<file path="src/rtl/intctl_pkg.sv">
// Constants for the core interrupt and option control block.
// Assumes a Wishbone classic master on one 20 MHz clock.
// Contract
// - Pull-up control bit 1 turns all port pull-ups off; 0 follows per-pin latches.
// - Edge select bit 1 flags rising external pin edge, 0 falling edge.
// - Source select 1 clocks timer from external pin, 0 from instruction clock.
// - With external clock, edge bit 1 counts falling, 0 counts rising transitions.
// - Assignment bit 1 routes prescaler to watchdog, 0 routes it to timer.
// - Timer prescale divides by two to the power of field plus one.
// - Watchdog prescale divides by two to the power of the field.
// - Global enable 1 passes unmasked interrupts, 0 blocks all.
// - Peripheral enable 1 passes peripheral interrupts, 0 blocks them.
// - Timer overflow enable gates whether the overflow flag interrupts.
// - External pin enable gates whether the external flag interrupts.
// - Port change interrupt needs its enable and per-pin change enables.
// - Overflow flag sets on timer rollover and stays until software clears.
// - Reset leaves the timer count unchanged.
// - External flag sets on the selected pin edge and holds until cleared.
// - Port change flag sets when any change-enabled pin of 5..0 changes; holds until cleared.
// - Flags set regardless of their own enable or the global enable.
package intctl_pkg;
	localparam logic [3:0] ADDR_OPTION    = 4'h0;
	localparam logic [3:0] ADDR_INTCTL    = 4'h4;
	localparam logic [3:0] ADDR_STATUS    = 4'h8;
	localparam logic [7:0] OPTION_RESET   = 8'hff;
	localparam logic [7:0] INTCTL_RESET   = 8'h00;
	localparam int         PORT_WIDTH     = 6;
	// Option bit positions
	localparam int B_PULLUP_OFF  = 7;
	localparam int B_EDGE_SEL    = 6;
	localparam int B_CLK_SRC     = 5;
	localparam int B_EXT_EDGE    = 4;
	localparam int B_PS_ASSIGN   = 3;
	localparam int B_PS_RATE_HI  = 2;
	// Interrupt control bit positions
	localparam int B_GIE         = 7;
	localparam int B_PERIPH_IRQ_ENABLE        = 6;
	localparam int B_TMR_OVERFLOW_IRQ_ENABLE        = 5;
	localparam int B_EXTIE       = 4;
	localparam int B_PCIE        = 3;
	localparam int B_TOF         = 2;
	localparam int B_EXTF        = 1;
	localparam int B_PCF         = 0;
endpackage

</file>
<file path="src/rtl/core_interrupt_option_control.sv">
// Option and interrupt control registers with flag capture and request logic.
// Assumes synchronous pin inputs and a Wishbone classic master.
//
// The placing of the registers and register access over Wishbone were decided locally.
`timescale 1ns/1ps
module core_interrupt_option_control
	import intctl_pkg::*;
#(
	parameter int PORT_W = PORT_WIDTH
)(
	// Clock and reset
	input  wire logic              clock,
	input  wire logic              rstn,
	input  wire logic              clk_en,
	// Wishbone slave
	input  wire logic              wb_cyc_i,
	input  wire logic              wb_stb_i,
	input  wire logic              wb_we_i,
	input  wire logic [3:0]        wb_adr_i,
	input  wire logic [3:0]        wb_sel_i,
	input  wire logic [31:0]       wb_dat_i,
	output logic      [31:0]       wb_dat_o,
	output logic                   wb_ack_o,
	output logic                   wb_err_o,
	// Pins and event sources
	input  wire logic              ext_irq_pin,
	input  wire logic              tmr_ext_clk_pin,
	input  wire logic [PORT_W-1:0] port_a_a,
	input  wire logic [PORT_W-1:0] pin_change_enable_reg,
	input  wire logic [PORT_W-1:0] pullup_latch,
	input  wire logic              tmr_rollover,
	input  wire logic              periph_pending,
	// Control outputs
	output logic [PORT_W-1:0]      pullup_en,
	output logic                   tmr_tick,
	output logic                   prescaler_to_wdt,
	output logic [8:0]             prescale_div,
	output logic                   core_irq
);
	// Refuse port widths that the change detector cannot serve
	if (PORT_W < 1 || PORT_W > 8)
	begin : g_bad_width
		$error("PORT_W out of range");
	end

	typedef struct packed {
		logic [7:0]        option_config;
		logic [7:0]        interrupt_control;
		logic              ext_pin_d;
		logic              tclk_d;
		logic [PORT_W-1:0] port_d;
		logic              primed;
		logic              ack;
		logic [31:0]       dat;
	} state_type;

	state_type s_r, s_nxt;

	// Option fields
	logic       pullup_disable_all;
	logic       ext_irq_edge_sel;
	logic       tmr_clk_source_sel;
	logic       tmr_ext_edge_sel;
	logic       prescaler_assign;
	logic [2:0] prescaler_rate;
	// Events and bus qualifiers
	logic       ext_edge_hit;
	logic       tclk_edge_hit;
	logic       port_change_hit;
	logic       access;
	logic       bus_write;

	assign pullup_disable_all = s_r.option_config[B_PULLUP_OFF];
	assign ext_irq_edge_sel   = s_r.option_config[B_EDGE_SEL];
	assign tmr_clk_source_sel = s_r.option_config[B_CLK_SRC];
	assign tmr_ext_edge_sel   = s_r.option_config[B_EXT_EDGE];
	assign prescaler_assign   = s_r.option_config[B_PS_ASSIGN];
	assign prescaler_rate     = s_r.option_config[B_PS_RATE_HI:0];

	// ****************************************
	// Event detection
	// ****************************************
	assign ext_edge_hit = s_r.primed && (ext_irq_edge_sel ? (ext_irq_pin && !s_r.ext_pin_d)
		: (!ext_irq_pin && s_r.ext_pin_d));
	assign tclk_edge_hit = s_r.primed && (tmr_ext_edge_sel ? (!tmr_ext_clk_pin && s_r.tclk_d)
		: (tmr_ext_clk_pin && !s_r.tclk_d));
	// Only pins enabled for change detection may raise the change flag
	assign port_change_hit = s_r.primed
		&& (|((port_a_a ^ s_r.port_d) & pin_change_enable_reg));

	// ****************************************
	// Option decode
	// ****************************************
	always_comb
	begin
		pullup_en = pullup_disable_all ? '0 : pullup_latch;
		tmr_tick = tmr_clk_source_sel ? tclk_edge_hit : 1'b1;
		prescaler_to_wdt = prescaler_assign;
		if (prescaler_assign)
			prescale_div = 9'(1) << prescaler_rate;
		else
			prescale_div = 9'(2) << prescaler_rate;
	end

	// ****************************************
	// Interrupt request
	// ****************************************
	always_comb
	begin
		core_irq = s_r.interrupt_control[B_GIE] && (
			(s_r.interrupt_control[B_TMR_OVERFLOW_IRQ_ENABLE] && s_r.interrupt_control[B_TOF]) ||
			(s_r.interrupt_control[B_EXTIE] && s_r.interrupt_control[B_EXTF]) ||
			(s_r.interrupt_control[B_PCIE] && s_r.interrupt_control[B_PCF]) ||
			(s_r.interrupt_control[B_PERIPH_IRQ_ENABLE] && periph_pending));
	end

	// ****************************************
	// Register bus and next state
	// ****************************************
	assign access    = wb_cyc_i && wb_stb_i && !s_r.ack;
	assign bus_write = access && wb_we_i && wb_sel_i[0];

	always_comb
	begin
		s_nxt = s_r;
		s_nxt.ack = access;
		s_nxt.ext_pin_d = ext_irq_pin;
		s_nxt.tclk_d = tmr_ext_clk_pin;
		s_nxt.port_d = port_a_a;
		s_nxt.primed = 1'b1;
		if (access && !wb_we_i)
		begin
			case (wb_adr_i)
				ADDR_OPTION: s_nxt.dat = {24'h0, s_r.option_config};
				ADDR_INTCTL: s_nxt.dat = {24'h0, s_r.interrupt_control};
				ADDR_STATUS: s_nxt.dat = {31'h0, core_irq};
				default:     s_nxt.dat = 32'h0;
			endcase
		end
		if (bus_write && wb_adr_i == ADDR_OPTION)
			s_nxt.option_config = wb_dat_i[7:0];
		if (bus_write && wb_adr_i == ADDR_INTCTL)
			s_nxt.interrupt_control = wb_dat_i[7:0];
		// Hardware set wins over a software clear in the same cycle
		if (tmr_rollover)
			s_nxt.interrupt_control[B_TOF] = 1'b1;
		if (ext_edge_hit)
			s_nxt.interrupt_control[B_EXTF] = 1'b1;
		if (port_change_hit && (|(port_a_a ^ s_r.port_d)))
			s_nxt.interrupt_control[B_PCF] = 1'b1;
	end

	always_ff @(posedge clock or negedge rstn)
	begin
		if (!rstn)
		begin
			// Timer count lives outside; reset here touches no count
			s_r <= '0;
			s_r.option_config <= OPTION_RESET;
			s_r.interrupt_control <= INTCTL_RESET;
		end
		else if (clk_en)
			s_r <= s_nxt;
	end

	assign wb_ack_o = s_r.ack;
	assign wb_dat_o = s_r.dat;
	assign wb_err_o = 1'b0;

	// ****************************************
	// Checks
	// ****************************************
	a_pullup_off: assert property (@(posedge clock) disable iff (!rstn)
		pullup_disable_all |-> pullup_en == '0) else $error("pull-ups not off");
	a_wdt_div: assert property (@(posedge clock) disable iff (!rstn)
		prescaler_assign |-> prescale_div == (9'(1) << prescaler_rate)) else $error("wdt ratio wrong");
	a_tmr_div: assert property (@(posedge clock) disable iff (!rstn)
		!prescaler_assign |-> prescale_div == (9'(2) << prescaler_rate)) else $error("timer ratio wrong");
	a_tof_set: assert property (@(posedge clock) disable iff (!rstn)
		clk_en && tmr_rollover |=> s_r.interrupt_control[B_TOF]) else $error("overflow flag not set");
	a_extf_set: assert property (@(posedge clock) disable iff (!rstn)
		clk_en && ext_edge_hit |=> s_r.interrupt_control[B_EXTF]) else $error("ext flag not set");
	a_pcf_set: assert property (@(posedge clock) disable iff (!rstn)
		clk_en && port_change_hit |=> s_r.interrupt_control[B_PCF]) else $error("change flag not set");
	a_gie_block: assert property (@(posedge clock) disable iff (!rstn)
		!s_r.interrupt_control[B_GIE] |-> !core_irq) else $error("irq with global off");
	a_periph_pass: assert property (@(posedge clock) disable iff (!rstn)
		s_r.interrupt_control[B_GIE] && s_r.interrupt_control[B_PERIPH_IRQ_ENABLE] && periph_pending |-> core_irq)
		else $error("peripheral irq lost");
	a_ack_pulse: assert property (@(posedge clock) disable iff (!rstn)
		wb_ack_o && clk_en |=> !wb_ack_o) else $error("ack held");

	// ****************************************
	// Option checks
	// ****************************************
	a_pullup_follow: assert property (@(posedge clock) disable iff (!rstn)
		!pullup_disable_all |-> pullup_en == pullup_latch)
		else $error("pull-ups ignore latches");

	a_edge_rise: assert property (@(posedge clock) disable iff (!rstn)
		ext_edge_hit && ext_irq_edge_sel |-> ext_irq_pin && !s_r.ext_pin_d)
		else $error("rising edge flag on wrong level");

	a_edge_fall: assert property (@(posedge clock) disable iff (!rstn)
		ext_edge_hit && !ext_irq_edge_sel |-> !ext_irq_pin && s_r.ext_pin_d)
		else $error("falling edge flag on wrong level");

	a_tick_internal: assert property (@(posedge clock) disable iff (!rstn)
		!tmr_clk_source_sel |-> tmr_tick)
		else $error("internal tick missing");

	a_tick_external: assert property (@(posedge clock) disable iff (!rstn)
		tmr_clk_source_sel |-> tmr_tick == tclk_edge_hit)
		else $error("external tick wrong");

	a_tick_fall: assert property (@(posedge clock) disable iff (!rstn)
		tmr_clk_source_sel && tmr_ext_edge_sel && tmr_tick |-> !tmr_ext_clk_pin && s_r.tclk_d)
		else $error("tick not on falling edge");

	a_tick_rise: assert property (@(posedge clock) disable iff (!rstn)
		tmr_clk_source_sel && !tmr_ext_edge_sel && tmr_tick |-> tmr_ext_clk_pin && !s_r.tclk_d)
		else $error("tick not on rising edge");

	a_psa_route: assert property (@(posedge clock) disable iff (!rstn)
		prescaler_to_wdt == prescaler_assign)
		else $error("prescaler routed wrongly");

	a_div_onehot: assert property (@(posedge clock) disable iff (!rstn)
		$onehot(prescale_div))
		else $error("ratio not a power of two");

	a_tmr_no_unity: assert property (@(posedge clock) disable iff (!rstn)
		!prescaler_assign |-> prescale_div != 9'h001)
		else $error("timer ratio one while assigned");

	// ****************************************
	// Request checks
	// ****************************************
	a_tof_pass: assert property (@(posedge clock) disable iff (!rstn)
		s_r.interrupt_control[B_GIE] && s_r.interrupt_control[B_TMR_OVERFLOW_IRQ_ENABLE] && s_r.interrupt_control[B_TOF] |-> core_irq)
		else $error("overflow irq lost");

	a_extf_pass: assert property (@(posedge clock) disable iff (!rstn)
		s_r.interrupt_control[B_GIE] && s_r.interrupt_control[B_EXTIE] && s_r.interrupt_control[B_EXTF] |-> core_irq)
		else $error("ext irq lost");

	a_pcf_pass: assert property (@(posedge clock) disable iff (!rstn)
		s_r.interrupt_control[B_GIE] && s_r.interrupt_control[B_PCIE] && s_r.interrupt_control[B_PCF] |-> core_irq)
		else $error("change irq lost");

	a_irq_cause: assert property (@(posedge clock) disable iff (!rstn)
		core_irq |-> (s_r.interrupt_control[B_TMR_OVERFLOW_IRQ_ENABLE] && s_r.interrupt_control[B_TOF])
			|| (s_r.interrupt_control[B_EXTIE] && s_r.interrupt_control[B_EXTF])
			|| (s_r.interrupt_control[B_PCIE] && s_r.interrupt_control[B_PCF])
			|| (s_r.interrupt_control[B_PERIPH_IRQ_ENABLE] && periph_pending))
		else $error("irq without cause");

	// ****************************************
	// Flag checks
	// ****************************************
	a_tof_hold: assert property (@(posedge clock) disable iff (!rstn)
		clk_en && s_r.interrupt_control[B_TOF] && !(bus_write && wb_adr_i == ADDR_INTCTL)
		|=> s_r.interrupt_control[B_TOF])
		else $error("overflow flag lost");

	a_extf_hold: assert property (@(posedge clock) disable iff (!rstn)
		clk_en && s_r.interrupt_control[B_EXTF] && !(bus_write && wb_adr_i == ADDR_INTCTL)
		|=> s_r.interrupt_control[B_EXTF])
		else $error("ext flag lost");

	a_pcf_hold: assert property (@(posedge clock) disable iff (!rstn)
		clk_en && s_r.interrupt_control[B_PCF] && !(bus_write && wb_adr_i == ADDR_INTCTL)
		|=> s_r.interrupt_control[B_PCF])
		else $error("change flag lost");

	a_flag_unmasked: assert property (@(posedge clock) disable iff (!rstn)
		clk_en && ext_edge_hit && !s_r.interrupt_control[B_EXTIE] |=> s_r.interrupt_control[B_EXTF])
		else $error("masked ext flag not set");

	a_no_false_edge: assert property (@(posedge clock) disable iff (!rstn)
		!s_r.primed |-> !ext_edge_hit && !tclk_edge_hit && !port_change_hit)
		else $error("edge before detectors armed");

	// ****************************************
	// Bus and enable checks
	// ****************************************
	a_freeze: assert property (@(posedge clock) disable iff (!rstn)
		!clk_en |=> $stable(s_r))
		else $error("state moved while frozen");

	a_ack_follows: assert property (@(posedge clock) disable iff (!rstn)
		clk_en && access |=> wb_ack_o)
		else $error("ack missing");

	a_ack_idle: assert property (@(posedge clock) disable iff (!rstn)
		clk_en && !access |=> !wb_ack_o)
		else $error("ack without request");

	a_dat_upper: assert property (@(posedge clock) disable iff (!rstn)
		wb_ack_o |-> wb_dat_o[31:8] == 24'h0)
		else $error("upper read bits set");

	a_err_low: assert property (@(posedge clock) disable iff (!rstn)
		!wb_err_o)
		else $error("error response raised");
endmodule // core_interrupt_option_control

</file>
<file path="config.mk">
export PLATFORM = sky130hd
export DESIGN_NAME = core_interrupt_option_control
export DESIGN_NICKNAME = d
export VERILOG_FILES = /design/src/rtl/intctl_pkg.sv /design/src/rtl/core_interrupt_option_control.sv
export SDC_FILE = /design/constraint.sdc
export NUM_CORES = 1
export LEC_CHECK = 0
export BUFFER_PORTS_ARGS = -buffer_cell sky130_fd_sc_hd__buf_2
export CORE_ASPECT_RATIO = 1.5
export CORE_MARGIN = 5
export CORE_UTILIZATION = 45
export DETAILED_ROUTE_END_ITERATION = 12
export PLACE_DENSITY = 0.88
export SKIP_CTS_REPAIR_TIMING = 1
export SYNTH_ARGS = -nofsm -noshare
export SYNTH_HDL_FRONTEND = slang
export SYNTH_SLANG_ARGS = --single-unit
</file>
<file path="constraint.sdc">
create_clock -name clock -period 3.69 [get_ports clock]
set_clock_uncertainty 0.2 [all_clocks]
set_input_delay 0.5535 -clock clock [delete_from_list [all_inputs] [get_ports clock]]
set_output_delay 0.5535 -clock clock [all_outputs]
set_load 0.01 [all_outputs]
</file>
# After elaboration in Yosys (flattened, before gate mapping)
# Cells that the tools add are included.
# totals
register_bits,58
output_inout_bits,52
# classes
reduce_logical,41
n_mux,10
bitwise_logic,2
n_eq_ne,2
shift,2
# op_table
operator,count
case mux 8 bit (3 select lines),1
logical AND 1 bit,20
AND reduction 2 bit,6
OR reduction 6 bit,2
two-way mux 9 bit,1
<< shifter 1 x 3 -> 9 bit (first input constant),1
<< shifter 2 x 3 -> 9 bit (first input constant),1
AND 6 bit,1
logical NOT 1 bit,6
two-way mux 1 bit,6
two-way mux 6 bit,1
nonzero test 2 bit,3
bitwise XOR 6 bit,1
== test 4 x 3 -> 1 bit (second input constant),1
== test 4 bit (second input constant),1
logical NOT 4 bit,1
logical OR 1 bit,3
two-way mux 3 bit,1

# Depth between registers and ports, before layout
# logic_depth
ltp_word,7
ltp_mapped,6
ltp_nobuf,4

# Worst setup path after synthesis
# Ideal clock, no wire load.
# synth_path
kind,register to output
from,reg s_r (netlist bit prescaler_to_wdt)
to,out prescale_div[1]
path_stages_with_launch,4
arrival_ns,1.224
path_slack_ns,1.712
path_cell_list,dfstp_2 > inv_1 > ha_1 > nor3b_1
# synth_via
elab_chain_cells,1
# synth_rtl
element,line,source
"start, declared",core_interrupt_option_control.sv:57,"state_type s_r, s_nxt;"
"start signal, assigned",core_interrupt_option_control.sv:163,s_r <= s_nxt;
two-way mux 9 bit,core_interrupt_option_control.sv:99,if (prescaler_assign)
"end, declared",core_interrupt_option_control.sv:37,"output logic [8:0] prescale_div,"
# Every way passes these cells.

# Worst setup path after layout
# layout_path
from,reg s_r (netlist bit prescaler_to_wdt)
to,out prescale_div[5]
# The elaborated chain is that of the path after synthesis.

==> summary.txt <==
Net Sw Frac - 26.2%
Peak Freq - 436 MHz
final count of negative-setup-slack endpoints - 0
CP Cell Sequence - inv_1 > ha_1 > and3b_1 > buf_2
total clock sinks - 34
Synth Area in Compound Gates - 7.35%
clock share of power - 33.8%
Die Y-Extent - 92.5 um
largest fanout on the critical path - 5
CP startpoint kind - register
mux cell area share after synthesis - 16.9%
Vias/cell - 4.91
critical path capture point type - output port
Avg Cell Area, Syn - 10.8 um2
critical path class - register to output port
DR vias - 1,459
global placement routability congestion - 0.763
max-cap viol count - 0
Post-synth ARST share - 100%
crit-path leading delay family - flip-flops
Ys Warns - 0
starting density of the core - 45.7%
power per cell area - 351 nW/um2
# nets final - 318
initial antenna violation count - 0
First-pass DRT Iterations - 4
Mapped Cells - 190
net switching power figure - 214 uW
Final Hold Viols - 0
CTS tree - yes
grt peak-use layer - met2
Flop pwr share - 50.3%
worst hold slack - 0.139 ns
status - complete, no violations
flops & latches, synth - 34
setup_tns - 0 ns
final global-route overflow total - 0
ANT cells - 0
crit path buf inv count - 2
period utilisation layout - 62.1%
Longest Clk Path Bufs - 2
Max transition margin - 49.9%
global-route wire length before repair - 6.58 mm
CP max stage delay - 0.57 ns
combinational power share - 15.9%
die area - 6020 um2
Placed Cells incl. Taps - 289
Pint - 604 uW
largest net degree at the start of global routing - 35
Site Rows - 30
Synth cell types - 40
Leak Pwr - 0.00121 uW
VDD IR max - 0.000234 V
GR Util met2 - 27.7%
Post-synth EDFFs - 0
drt drc - 0
I/O Buffers - 67
met1 Track Usage GR - 14.7%
sequential share of the synthesized area - 42.1%
Place WS - 1.54 ns
vias in the first global route - 1,429
worst hold path class - input port to async pin
Worst path slowest cell - dfstp_2
worst-margin pin slew - 0.752 ns
FILL cells - 422
total power draw - 818 uW
drt wl/cell - 14.4 um
Global Route Usage Sum - 14.3%
Worst-Skew Late Latency - 0.28 ns
Mapped Area - 2040 um2
die width - 65.0 um
largest family of logic cells by synthesized area - multiplexers
critical path arrival - 1.54 ns
Non-Filler Instances - 297
top_reg_cell synth - dfrtp_1
met3 usage - 3.64%
Area growth, synth to finish - 14.3%
hpwl dp - 3.47 mm
Synth Area in Adders - 1.22%
H-tree lvl count - 2
Pins Over Slew Limit - 0
Final WS setup - 1.40 ns
Ports - 120
initial DRC count - 25
ratio of cells with drive above 1 in the final layout - 43.8%
Worst-path clk slew - 0.07 ns
DRT Wirelength - 4.27 mm
Antenna Nets Post-Route - 0
Req. time, crit path - 2.94 ns
Core ar. - 4470 um2
TritonCTS buffer count - 5
Post-Synth XOR/XNOR Area - 2.57%
Synth Area in Simple Gates - 14.9%
Min Clock Period, post-route - 2.29 ns
root buffer cell - clkbuf_8
RSZ-0062 raised after global routing - no
## cell usage in the layout (no fill, tap or decap), drive strengths merged, types with 3 or more instances in the layout
master	n
a22oi	5
nor3b	3
buf	67
nor2b	7
mux2	20
inv	4
o21ai	3
mux2i	12
dfstp	8
clkbuf	7
nand2	15
xor2	6
nor2	8
a21oi	3
conb	25
dfrtp	26
o31ai	7
## layout make-up
class	count	area, um2	area share [%]
sequential	34	861	36.9
clock buffer	7	86.3	3.70
inverter	4	15.0	0.643
timing repair buffer	67	335	14.4
tap	48	60.1	2.57
clock inverter	1	5.00	0.214
multi-input combinational	136	972	41.6
## final timing paths
path                                         startpoint                 endpoint  slack, ns  cells past startpoint
max                        prescaler_to_wdt$_DFFE_PN1P_          prescale_div[5]       1.40                      4
min                                                rstn  wb_dat_o[7]$_DFFE_PN0P_       0.14                      1
max reg2reg                        wb_ack_o$_DFFE_PN0P_      s_r[55]$_DFFE_PN1P_       1.92                      4
min reg2reg                     wb_dat_o[4]$_DFFE_PN0P_  wb_dat_o[4]$_DFFE_PN0P_       0.27                      2
max in group asynchronous                          rstn      s_r[44]$_DFFE_PN0P_       2.68                      1
min in group clock              wb_dat_o[4]$_DFFE_PN0P_  wb_dat_o[4]$_DFFE_PN0P_       0.27                      2
## flip-flops by register name, indices dropped and copies added, names as in the netlist
name	flops
s_r	19
wb_dat_o	8
prescaler_rate	3
ext_irq_edge_sel	1
prescaler_to_wdt	1
pullup_disable_all	1
wb_ack_o	1
## stage by stage
stage / cell area [um2] / utilization (%)
2_1_floorplan: 2130 / -
3_3_place_gp: 2240 / 50.2
3_5_place_dp: 2240 / 50.2
4_1_cts: 2330 / 52.3
5_1_grt: 2330 / 52.3
6_report: 2330 / 52.3
## synthesized netlist by cell type (2+ instances only)
cell	instances	share of area, %
o31ai_1	6	2.2
a22oi_1	5	1.8
clkbuf_1	2	0.37
and3b_1	2	0.86
dfstp_2	8	10
ha_1	2	1.2
dfrtp_1	26	32
o21ai_0	3	0.73
buf_4	33	12
nor2_1	7	1.3
nor2b_1	7	2.1
a21oi_1	3	0.73
mux2_2	20	11
inv_1	4	0.73
and3_1	2	0.61
buf_2	3	0.73
nand3b_1	2	0.73
xor2_1	6	2.6
nor3b_1	3	1.1
nand2_1	15	2.8
mux2i_1	12	5.9
## layer usage
metal	vias to the layer above	wire (um)
li1	715	-
met1	681	1550
met5	-	0
met3	6	328
met2	57	2340
met4	0	50
## power groups by stage
stage          clock network [uW]  logic [uW]  registers, uW
6_report                      276         130            412
5_1_grt                       298         145            415
4_1_cts                       286         131            412
3_5_place_dp                    0         131            419
3_3_place_gp                    0         125            417
2_1_floorplan                   0         104            413
## kinds of logic (layout without fill, tap and decap cells)
kind of cell / count (synthesis) / after routing
XOR/XNOR: 6 / 6
adder cells (fa/ha/maj): 2 / 2
flip-flops: 34 / 34
other: 1 / 25
AO/OA/AOI/OAI: 21 / 21
buffers and inverters: 44 / 79
AND/OR/NAND/NOR: 50 / 50
multiplexers: 32 / 32
(Power assumes the default switching activity.)
